--- src/hdl/arb_defs.vh ---
// Constants for the four-level bus arbiter and requester
`ifndef ARB_DEFS_VH
`define ARB_DEFS_VH
`define LEVEL_W          2
`define LEVEL_RST        2'h0
`define ARB_EN_RST       1'b1
`define MODE_ROR         1'b0
`define MODE_RWD         1'b1
`define MODE_RST         1'b0
`define CTRL_OFS         8'h00
`define STAT_OFS         8'h04
`define CTRL_LEVEL_LSB   0
`define CTRL_ARB_EN_BIT  2
`define CTRL_MODE_BIT    3
`define STAT_OWNER_BIT   0
`define STAT_REQ_BIT     1
`define STAT_ARBBUSY_BIT 2
`define STAT_ARBLVL_LSB  4
`define AXI_OKAY         2'h0
`define AXI_SLVERR       2'h2
`endif

--- src/hdl/bus_arbiter_requester.v ---
// Four-level central arbiter, requester and AXI4-Lite control registers
`timescale 1ns/1ps
`include "arb_defs.vh"

// Summary of operation
// RULE1 - Request on exactly one of levels 0..3, chosen by configuration
// RULE2 - Level selection works the same with internal or external arbiter
// RULE3 - Requester sits in the grant chain of its own request level
// RULE4 - Only one central arbiter enabled in the whole system
// RULE5 - Arbiter drives four chain-head grants; disabled arbiter drives none
// RULE6 - External arbiter: other three levels pass grant in to grant out
// RULE7 - Internal arbiter: three heads drive grant out directly
// RULE8 - Internal arbiter enabled: incoming bus grants are ignored
// RULE9 - Arbiter priority: level 3 highest, level 0 lowest
// RULE10 - Reset default: arbiter enabled, request level 0
// RULE11 - Release-on-request: keep bus until another request appears
// RULE12 - Release-on-request: any level's request forces release; code releases only once xfer_req is also low
// RULE13 - Release-when-done: release after each transfer, re-request next
// RULE14 - Acquire and release entirely in hardware
// RULE15 - Release policy selectable, release-on-request default
// RULE16 - Own-level grant enters requester, passed grant goes downstream
// RULE17 - Forward grant when not requesting; keep it when requesting
// RULE18 - Hold request until grant, then take ownership and drop request
// RULE19 - Ownership indicator active while this board owns the bus
module bus_arbiter_requester
(
    // Clock and reset
    input  wire        aclk,
    input  wire        aresetn,
    // AXI4-Lite write address and data
    input  wire [7:0]  s_axi_awaddr,
    input  wire        s_axi_awvalid,
    output reg         s_axi_awready,
    input  wire [31:0] s_axi_wdata,
    input  wire [3:0]  s_axi_wstrb,
    input  wire        s_axi_wvalid,
    output reg         s_axi_wready,
    // AXI4-Lite write response
    output reg  [1:0]  s_axi_bresp,
    output reg         s_axi_bvalid,
    input  wire        s_axi_bready,
    // AXI4-Lite read
    input  wire [7:0]  s_axi_araddr,
    input  wire        s_axi_arvalid,
    output reg         s_axi_arready,
    output reg  [31:0] s_axi_rdata,
    output reg  [1:0]  s_axi_rresp,
    output reg         s_axi_rvalid,
    input  wire        s_axi_rready,
    // Local transfer request
    input  wire        xfer_req,
    input  wire        xfer_done,
    output reg         xfer_go,
    // Bus arbitration lines, active high
    input  wire [3:0]  bus_req_in,
    input  wire        bus_busy_in,
    input  wire [3:0]  bus_grant_in,
    output reg  [3:0]  bus_req_out,
    output reg         bus_busy_out,
    output wire [3:0]  bus_grant_out,
    output reg         bus_clear_out,
    // Indicator
    output reg         bus_owner_indicator
);
    localparam ST_IDLE = 2'h0;
    localparam ST_REQ  = 2'h1;
    localparam ST_OWN  = 2'h2;
    localparam ST_REL  = 2'h3;

    reg  [1:0] level_q;
    reg        arb_en_q;
    reg        mode_q;
    reg  [1:0] state_q;
    reg  [1:0] state_d;
    reg  [3:0] arb_grant_q;
    reg  [3:0] arb_grant_d;
    reg        req_grant_out_q;
    reg        aw_got_q;
    reg        w_got_q;
    reg  [7:0] aw_addr_q;
    reg  [31:0] w_data_q;
    reg  [3:0] w_strb_q;
    wire       req_grant_in;
    wire [3:0] other_req;

    // Highest pending level, level 3 wins
    function [1:0] top_level;
        input [3:0] r;
        begin
            if (r[3])
                top_level = 2'h3; // RULE9
            else if (r[2])
                top_level = 2'h2;
            else if (r[1])
                top_level = 2'h1;
            else
                top_level = 2'h0;
        end
    endfunction

    // Word decode shared by both paths; byte lanes inside a word alias
    function word_hit;
        input [7:0] addr;
        input [7:0] ofs;
        begin
            word_hit = addr[7:2] == ofs[7:2];
        end
    endfunction

    // Control word as software reads it back
    function [31:0] ctrl_word;
        input [1:0] lvl;
        input       en;
        input       md;
        begin
            ctrl_word                       = 32'h00000000;
            ctrl_word[`CTRL_LEVEL_LSB +: 2] = lvl;
            ctrl_word[`CTRL_ARB_EN_BIT]     = en;
            ctrl_word[`CTRL_MODE_BIT]       = md;
        end
    endfunction

    // Status word: ownership, own request and arbiter grant state
    function [31:0] stat_word;
        input       own;
        input [3:0] req;
        input [3:0] gnt;
        begin
            stat_word                        = 32'h00000000;
            stat_word[`STAT_OWNER_BIT]       = own;
            stat_word[`STAT_REQ_BIT]         = req != 4'h0;
            stat_word[`STAT_ARBBUSY_BIT]     = gnt != 4'h0;
            stat_word[`STAT_ARBLVL_LSB +: 2] = top_level(gnt);
        end
    endfunction

    grant_router u_router
    (
        .aclk          (aclk),
        .aresetn       (aresetn),
        .arb_en        (arb_en_q),
        .level         (level_q),
        .bus_grant_in  (bus_grant_in),
        .arb_grant     (arb_grant_q),
        .req_grant_out (req_grant_out_q),
        .bus_grant_out (bus_grant_out),
        .req_grant_in  (req_grant_in)
    );

    // Our own request line is on the bus too; mask it for release decisions
    assign other_req = bus_req_in & ~bus_req_out;

    // Central arbiter: grant only while the bus is free and nothing granted
    always @*
    begin
        arb_grant_d = arb_grant_q;
        if (!arb_en_q)
            arb_grant_d = 4'h0; // RULE5
        else if (arb_grant_q != 4'h0)
        begin
            // Hold grant until busy is raised or every request line drops
            if (bus_busy_in || bus_busy_out || bus_req_in == 4'h0)
                arb_grant_d = 4'h0;
        end
        else if (!bus_busy_in && !bus_busy_out && bus_req_in != 4'h0)
            arb_grant_d = 4'h1 << top_level(bus_req_in); // RULE9
    end

    // Requester
    always @*
    begin
        state_d = state_q;
        case (state_q)
            ST_IDLE:
                if (xfer_req)
                    state_d = ST_REQ;
            ST_REQ:
                if (req_grant_in && !bus_busy_in)
                    state_d = ST_OWN; // RULE18
            ST_OWN:
                if (mode_q == `MODE_RWD && xfer_done)
                    state_d = ST_REL; // RULE13
                else if (mode_q == `MODE_ROR && other_req != 4'h0
                         && !xfer_req)
                    state_d = ST_REL; // RULE11 RULE12
            ST_REL:
                state_d = ST_IDLE;
            default:
                state_d = ST_IDLE;
        endcase
    end

    always @(posedge aclk)
    begin
        if (!aresetn)
        begin
            state_q             <= ST_IDLE;
            arb_grant_q         <= 4'h0;
            req_grant_out_q     <= 1'b0;
            bus_req_out         <= 4'h0;
            bus_busy_out        <= 1'b0;
            bus_clear_out       <= 1'b0;
            bus_owner_indicator <= 1'b0;
            xfer_go             <= 1'b0;
        end
        else
        begin
            state_q     <= state_d; // RULE14
            arb_grant_q <= arb_grant_d;
            // Pass grant on only when not wanting the bus
            req_grant_out_q <= req_grant_in && state_q == ST_IDLE
                               && !xfer_req; // RULE17
            bus_req_out <= (state_d == ST_REQ) ?
                           (4'h1 << level_q) : 4'h0; // RULE1 RULE2 RULE3
            bus_busy_out        <= state_d == ST_OWN;
            bus_owner_indicator <= state_d == ST_OWN; // RULE19
            xfer_go             <= state_d == ST_OWN && xfer_req;
            // Ask a release-on-request owner to let go for any pending request
            bus_clear_out <= arb_en_q && bus_busy_in
                             && bus_req_in != 4'h0;
        end
    end

    // AXI4-Lite slave
    always @(posedge aclk)
    begin
        if (!aresetn)
        begin
            level_q       <= `LEVEL_RST; // RULE10
            arb_en_q      <= `ARB_EN_RST; // RULE10
            mode_q        <= `MODE_RST; // RULE15
            aw_got_q      <= 1'b0;
            w_got_q       <= 1'b0;
            aw_addr_q     <= 8'h00;
            w_data_q      <= 32'h00000000;
            w_strb_q      <= 4'h0;
            s_axi_awready <= 1'b0;
            s_axi_wready  <= 1'b0;
            s_axi_bvalid  <= 1'b0;
            s_axi_bresp   <= `AXI_OKAY;
            s_axi_arready <= 1'b0;
            s_axi_rvalid  <= 1'b0;
            s_axi_rresp   <= `AXI_OKAY;
            s_axi_rdata   <= 32'h00000000;
        end
        else
        begin
            s_axi_awready <= !aw_got_q && !s_axi_awready && !s_axi_bvalid
                             && s_axi_awvalid;
            s_axi_wready  <= !w_got_q && !s_axi_wready && !s_axi_bvalid
                             && s_axi_wvalid;
            if (s_axi_awvalid && s_axi_awready)
            begin
                aw_got_q  <= 1'b1;
                aw_addr_q <= s_axi_awaddr;
            end
            if (s_axi_wvalid && s_axi_wready)
            begin
                w_got_q  <= 1'b1;
                w_data_q <= s_axi_wdata;
                w_strb_q <= s_axi_wstrb;
            end
            if (aw_got_q && w_got_q && !s_axi_bvalid)
            begin
                aw_got_q     <= 1'b0;
                w_got_q      <= 1'b0;
                s_axi_bvalid <= 1'b1;
                if (word_hit(aw_addr_q, `CTRL_OFS))
                begin
                    s_axi_bresp <= `AXI_OKAY;
                    if (w_strb_q[0])
                    begin
                        level_q  <= w_data_q[`CTRL_LEVEL_LSB +: 2];
                        arb_en_q <= w_data_q[`CTRL_ARB_EN_BIT];
                        mode_q   <= w_data_q[`CTRL_MODE_BIT];
                    end
                end
                else if (word_hit(aw_addr_q, `STAT_OFS))
                    s_axi_bresp <= `AXI_OKAY;
                else
                    s_axi_bresp <= `AXI_SLVERR;
            end
            else if (s_axi_bvalid && s_axi_bready)
                s_axi_bvalid <= 1'b0;

            s_axi_arready <= !s_axi_arready && !s_axi_rvalid
                             && s_axi_arvalid;
            if (s_axi_arvalid && s_axi_arready)
            begin
                s_axi_rvalid <= 1'b1;
                s_axi_rdata  <= 32'h00000000;
                s_axi_rresp  <= `AXI_OKAY;
                if (word_hit(s_axi_araddr, `CTRL_OFS))
                    s_axi_rdata <= ctrl_word(level_q, arb_en_q, mode_q);
                else if (word_hit(s_axi_araddr, `STAT_OFS))
                    s_axi_rdata <= stat_word(bus_owner_indicator,
                                             bus_req_out, arb_grant_q);
                else
                    s_axi_rresp <= `AXI_SLVERR;
            end
            else if (s_axi_rvalid && s_axi_rready)
                s_axi_rvalid <= 1'b0;
        end
    end
endmodule

--- src/hdl/grant_router.v ---
// Grant daisy-chain router: selects chain heads and pass-through paths
`timescale 1ns/1ps
module grant_router
(
    // Clock and reset
    input  wire       aclk,
    input  wire       aresetn,
    // Configuration
    input  wire       arb_en,
    input  wire [1:0] level,
    // Chain inputs
    input  wire [3:0] bus_grant_in,
    input  wire [3:0] arb_grant,
    input  wire       req_grant_out,
    // Chain outputs
    output reg  [3:0] bus_grant_out,
    output reg        req_grant_in
);
    wire [3:0] head;
    integer    i;

    assign head = arb_en ? arb_grant : bus_grant_in; // RULE8

    always @(posedge aclk)
    begin
        if (!aresetn)
        begin
            bus_grant_out <= 4'h0;
            req_grant_in  <= 1'b0;
        end
        else
        begin
            req_grant_in <= head[level]; // RULE16
            for (i = 0; i < 4; i = i + 1)
            begin
                if (i == level)
                    bus_grant_out[i] <= req_grant_out; // RULE16
                else
                    bus_grant_out[i] <= head[i]; // RULE6 RULE7
            end
        end
    end
endmodule

--- config.mk ---
export PLATFORM = sky130hd
export DESIGN_NAME = bus_arbiter_requester
export DESIGN_NICKNAME = d
export VERILOG_FILES = /design/src/hdl/bus_arbiter_requester.v /design/src/hdl/grant_router.v
export VERILOG_INCLUDE_DIRS = /design/src /design/src/hdl
export SDC_FILE = /design/constraint.sdc
export NUM_CORES = 1
export LEC_CHECK = 0
export ABC_AREA = 1
export BUFFER_PORTS_ARGS = -buffer_cell sky130_fd_sc_hd__buf_2
export CAP_MARGIN = 20
export CORE_MARGIN = 3
export CORE_UTILIZATION = 47
export CTS_BUF_LIST = sky130_fd_sc_hd__clkbuf_16
export DETAILED_ROUTE_END_ITERATION = 16
export GPL_TIMING_DRIVEN = 0
export MAX_ROUTING_LAYER = met4
export PLACE_DENSITY = 0.85
export SLEW_MARGIN = 15
export SYNTH_ARGS = -nofsm -noshare
export SYNTH_HDL_FRONTEND = slang
export SYNTH_SLANG_ARGS = --single-unit
--- constraint.sdc ---
create_clock -name aclk -period 2.1 [get_ports aclk]
set_input_delay 0 -clock aclk [delete_from_list [all_inputs] [get_ports aclk]]
set_output_delay 0 -clock aclk [all_outputs]
set_load 0.1 [all_outputs]
==> summary.md <==
| Metric | Value |
|---|---|
| Run status | finished clean |
| Antenna viol nets, final | 0 |
| Synth-to-Final Area Change | 35.7% |
| Worst-case reg-to-reg path depth | 4 |
| Mean instance size in the synthesized netlist | 7.39 µm² |
| Area inside the core boundary | 0.00420 mm² |
| Die extent in x | 73.6 µm |
| Cell with the most instances after synthesis | sky130_fd_sc_hd__nor2_1 |
| Core utilization of the finished layout | 0.694 |
| Final worst path period share | 0.651 |
| Accumulated negative setup slack | 0 ns |
| Number of diodes added for antenna fixing | 0 |
| Yosys cell types | 27 |
| Portion of total power attributed to combinational logic | 0.239 |
| Number of enable flip-flop cells after synthesis | 0 |
| Standard-cell rows | 23 |
| Clk pin slew, worst setup/hold paths | 0.06 ns |
| Synth Area in Compound Gates | 0.127 |
| Max-cap viol count | 0 |
| Worst hold path stage count | 3 |
| Via count of the first global-routing pass | 1963 |
| Ys Warns | 0 |
| Switching power | 0.000762 W |
| Total number of clock tree sinks | 49 |
| Final wirelength | about 5.2 mm |
| Hold violation total from the final report | 0 |
| Die Span Y | 73.6 µm |
| Top fanout value on the critical path | 3 |
| Die Footprint | 0.00542 mm² |
| Master cell of the clock root buffer | sky130_fd_sc_hd__clkbuf_16 |
| Number of slew-limit violations in the final report | 0 |
| Largest cells by area after synthesis | sky130_fd_sc_hd__dfxtp_1 (46%), sky130_fd_sc_hd__buf_4 (10%), sky130_fd_sc_hd__nor2_1 (9.4%), sky130_fd_sc_hd__nand2_1 (7.5%), sky130_fd_sc_hd__inv_1 (5.6%) |
| Fraction of final layout cells with drive strength greater than 1 | 0.261 |
| Multiplexer share of the synthesized area | 0.00465 |
| Register bit count reported by yosys | between 40 and 50 |
| Simple-gate share of the synthesized area | 0.242 |
| Top achievable clock speed | around 730 MHz |
| Unrepaired setup endpoints after global routing | false |
| Cell type with the highest aggregate area in the netlist | sky130_fd_sc_hd__dfxtp_1 |
| Number of antenna violations at the first check in global routing | 0 |
| Vias per cell | 4.61 |
| Top post-synthesis cells by count | sky130_fd_sc_hd__nor2_1 (54), sky130_fd_sc_hd__dfxtp_1 (49), sky130_fd_sc_hd__nand2_1 (43), sky130_fd_sc_hd__inv_1 (32), sky130_fd_sc_hd__buf_4 (29) |
| Post-synthesis share of cell area spent on xor and xnor gates | 0 |
| Count of non-filler cells in the finished layout | 452 |
| Vias | 2085 |
| Primary FF master, synth | sky130_fd_sc_hd__dfxtp_1 |
| Proportion of register bits with asynchronous set or reset after synthesis | 0 |
| 1st-iter DRT viols | approximately 170 |
| Routed length per placed instance | 11.6 µm |
| Category of the worst setup path capture point | flop |
| Post-layout net count | 471 |
| Total clock buffers created by CTS | 5 |
| Setup crit start kind | input pin |
| Cell Int Power | 0.00152 W |
| PwrDens | 781 mW/mm² |
| Placer Congestion | roughly 0.9 |
| Path category of the worst min-delay check | input pin to flop |
| Total gr overflow | 0 |
| Max Clock Skew | 0.00384 ns |
| Clock tree from TritonCTS | built |
| Sequential fraction of the synthesis area | 0.456 |
| Number of detailed-routing iterations run before antenna repair | 4 |
| Initial cell density of the core | 0.512 |
| Maximum number of pins on one net before global-route repair | 15 |
| Data arrival time of the critical path | 1.53 ns |
| Clock latency reported for the late side of the worst-skew pair | 0.29 ns |
| Worst VDD drop | 0.000498 V |
| Overall fraction of global-route tracks in use | 0.208 |
| Worst endpoint required time | around 2.3 ns |
| IO Pins | 123 |
| Netlist area before placement | between 0.002 and 0.0025 mm² |
| Area share of the leading cell type in the synthesized netlist | 0.456 |
| Combinational family with the most area after synthesis | simple AND/OR/NAND/NOR gates |
| Clk buf depth | 2 |
| First-pass GRT wire length | roughly 8.4 mm |
| Estimated wirelength of the detail-placed design | 3.88 mm |
| P_leak | 1.52 nW |
| Part of the power in the clock network | 0.331 |
| Depth of the CTS H-tree | 2 |
| Critical Setup Path Class | input pin to flop |
| Clock period minus worst slack | 1.37 ns |
| Power share of the sequential group | 0.430 |
| Total of endpoints with negative setup slack in the final report | 0 |
| Sw frac | 0.334 |
| DP Cell Count | 427 |
| Synth Area in Adders | 0 |
| Synthesized instance count | between 200 and 300 |
| DRC errors left | 0 |
| Total of buffers placed on input and output ports | 59 |
-- area by class of cell --
type / instances / area (µm²)
Fill cell: 378 / 1280
Sequential cell: 49 / 981
Multi-Input combinational cell: 202 / 910
Timing Repair Buffer: 76 / 465
Buffer: 33 / 234
Inverter: 34 / 128
Clock buffer: 5 / 125
Tap cell: 50 / 62.6
Clock inverter: 3 / 12.5
-- cell usage in the layout (no fill, tap or decap) --
master,n
sky130_fd_sc_hd__dfxtp_1,49
sky130_fd_sc_hd__inv_2,2
sky130_fd_sc_hd__nand3_2,1
sky130_fd_sc_hd__clkinv_2,1
sky130_fd_sc_hd__o31ai_1,1
sky130_fd_sc_hd__a211oi_1,3
sky130_fd_sc_hd__buf_2,60
sky130_fd_sc_hd__clkinv_1,2
sky130_fd_sc_hd__o21ai_1,4
sky130_fd_sc_hd__clkbuf_16,5
sky130_fd_sc_hd__nand2_1,43
sky130_fd_sc_hd__nand4_1,1
sky130_fd_sc_hd__mux2i_1,1
sky130_fd_sc_hd__o211ai_1,2
sky130_fd_sc_hd__dlygate4sd3_1,17
sky130_fd_sc_hd__inv_1,32
sky130_fd_sc_hd__conb_1,28
sky130_fd_sc_hd__nor2_1,54
sky130_fd_sc_hd__nor3_1,7
sky130_fd_sc_hd__o22ai_1,3
sky130_fd_sc_hd__nand2_2,2
sky130_fd_sc_hd__nand3_1,7
sky130_fd_sc_hd__nor3_2,2
sky130_fd_sc_hd__nor2_2,2
sky130_fd_sc_hd__a21oi_1,14
sky130_fd_sc_hd__o21ai_0,19
sky130_fd_sc_hd__a31oi_1,4
sky130_fd_sc_hd__or2_2,1
sky130_fd_sc_hd__buf_4,29
sky130_fd_sc_hd__clkbuf_1,3
sky130_fd_sc_hd__nor4_1,3
-- per-layer routing --
metal | vias to the layer above | track usage | part of all wire
met5 | - | - | 0
met4 | 0 | 0.0805 | 0.010
met3 | 4 | 0.0520 | 0.082
met2 | 78 | 0.340 | 0.48
met1 | 905 | 0.246 | 0.42
li1 | 1098 | - | -
-- stage by stage --
| step | worst slack (ns) | area [µm²] | power, W | hold slack, ns |
|---|---|---|---|---|
| global placement | 0.952 | 2610 | 0.00151 | 0.236 |
| floorplan | 0.276 | 2250 | 0.00144 | 0.118 |
| detailed placement | 0.937 | 2610 | 0.00151 | 0.252 |
| finish | 0.734 | 2920 | 0.00228 | 0.00200 |
| CTS | 0.756 | 2920 | 0.00229 | 0.00120 |
| global route | 0.641 | 2920 | 0.00237 | 0.0135 |
-- critical path: stages --
cell	delay, ns
sky130_fd_sc_hd__dlygate4sd3_1	0.54
sky130_fd_sc_hd__buf_2	0.13
sky130_fd_sc_hd__nor3_2	0.21
sky130_fd_sc_hd__dlygate4sd3_1	0.59
sky130_fd_sc_hd__a31oi_1	0.07
-- power groups by stage --
| stage | registers [W] | clock network [W] | logic (W) |
|---|---|---|---|
| 2_1_floorplan | 0.00109 | 0 | 0.000349 |
| 3_3_place_gp | 0.000998 | 0 | 0.000510 |
| 3_5_place_dp | 0.000999 | 0 | 0.000515 |
| 4_1_cts | 0.000979 | 0.000773 | 0.000539 |
| 5_1_grt | 0.000983 | 0.000810 | 0.000577 |
| 6_report | 0.000979 | 0.000755 | 0.000545 |
-- state kept, by name, indices dropped and copies added, names as in the netlist, 2 cells and up --
register / count
state_q: 2
bus_req_out: 4
u_router.bus_grant_out: 4
level_q: 2
arb_grant_q: 4
aw_addr_q: 6
s_axi_rdata: 6
w_data_q: 4
-- final timing paths --
check / startpoint / end / slack [ns]
max reg2reg: bus_req_out[0] / s_axi_rdata[1] / 0.92
max: s_axi_araddr[5] / s_axi_rresp[1] / 0.73
min: s_axi_wstrb[0] / w_strb_q[0] / 0.002
min reg2reg: s_axi_wready / s_axi_wready / 0.44
-- timing repair --
item / in CTS / in global routing
gates resized for setup: 0 / 0
setup buffers: 0 / 0
endpoints found under the hold margin: 16 / 0
hold buffers: 17 / 0
-- logic make-up (layout without fill, tap and decap cells) --
| group | Yosys count | count (layout) |
|---|---|---|
| buffers and inverters | 67 | 151 |
| flip-flops | 49 | 49 |
| other | 1 | 28 |
| AO/OA/AOI/OAI | 50 | 50 |
| AND/OR/NAND/NOR | 123 | 123 |
| multiplexers | 1 | 1 |
Note: power is estimated with default switching activity, not from simulation.
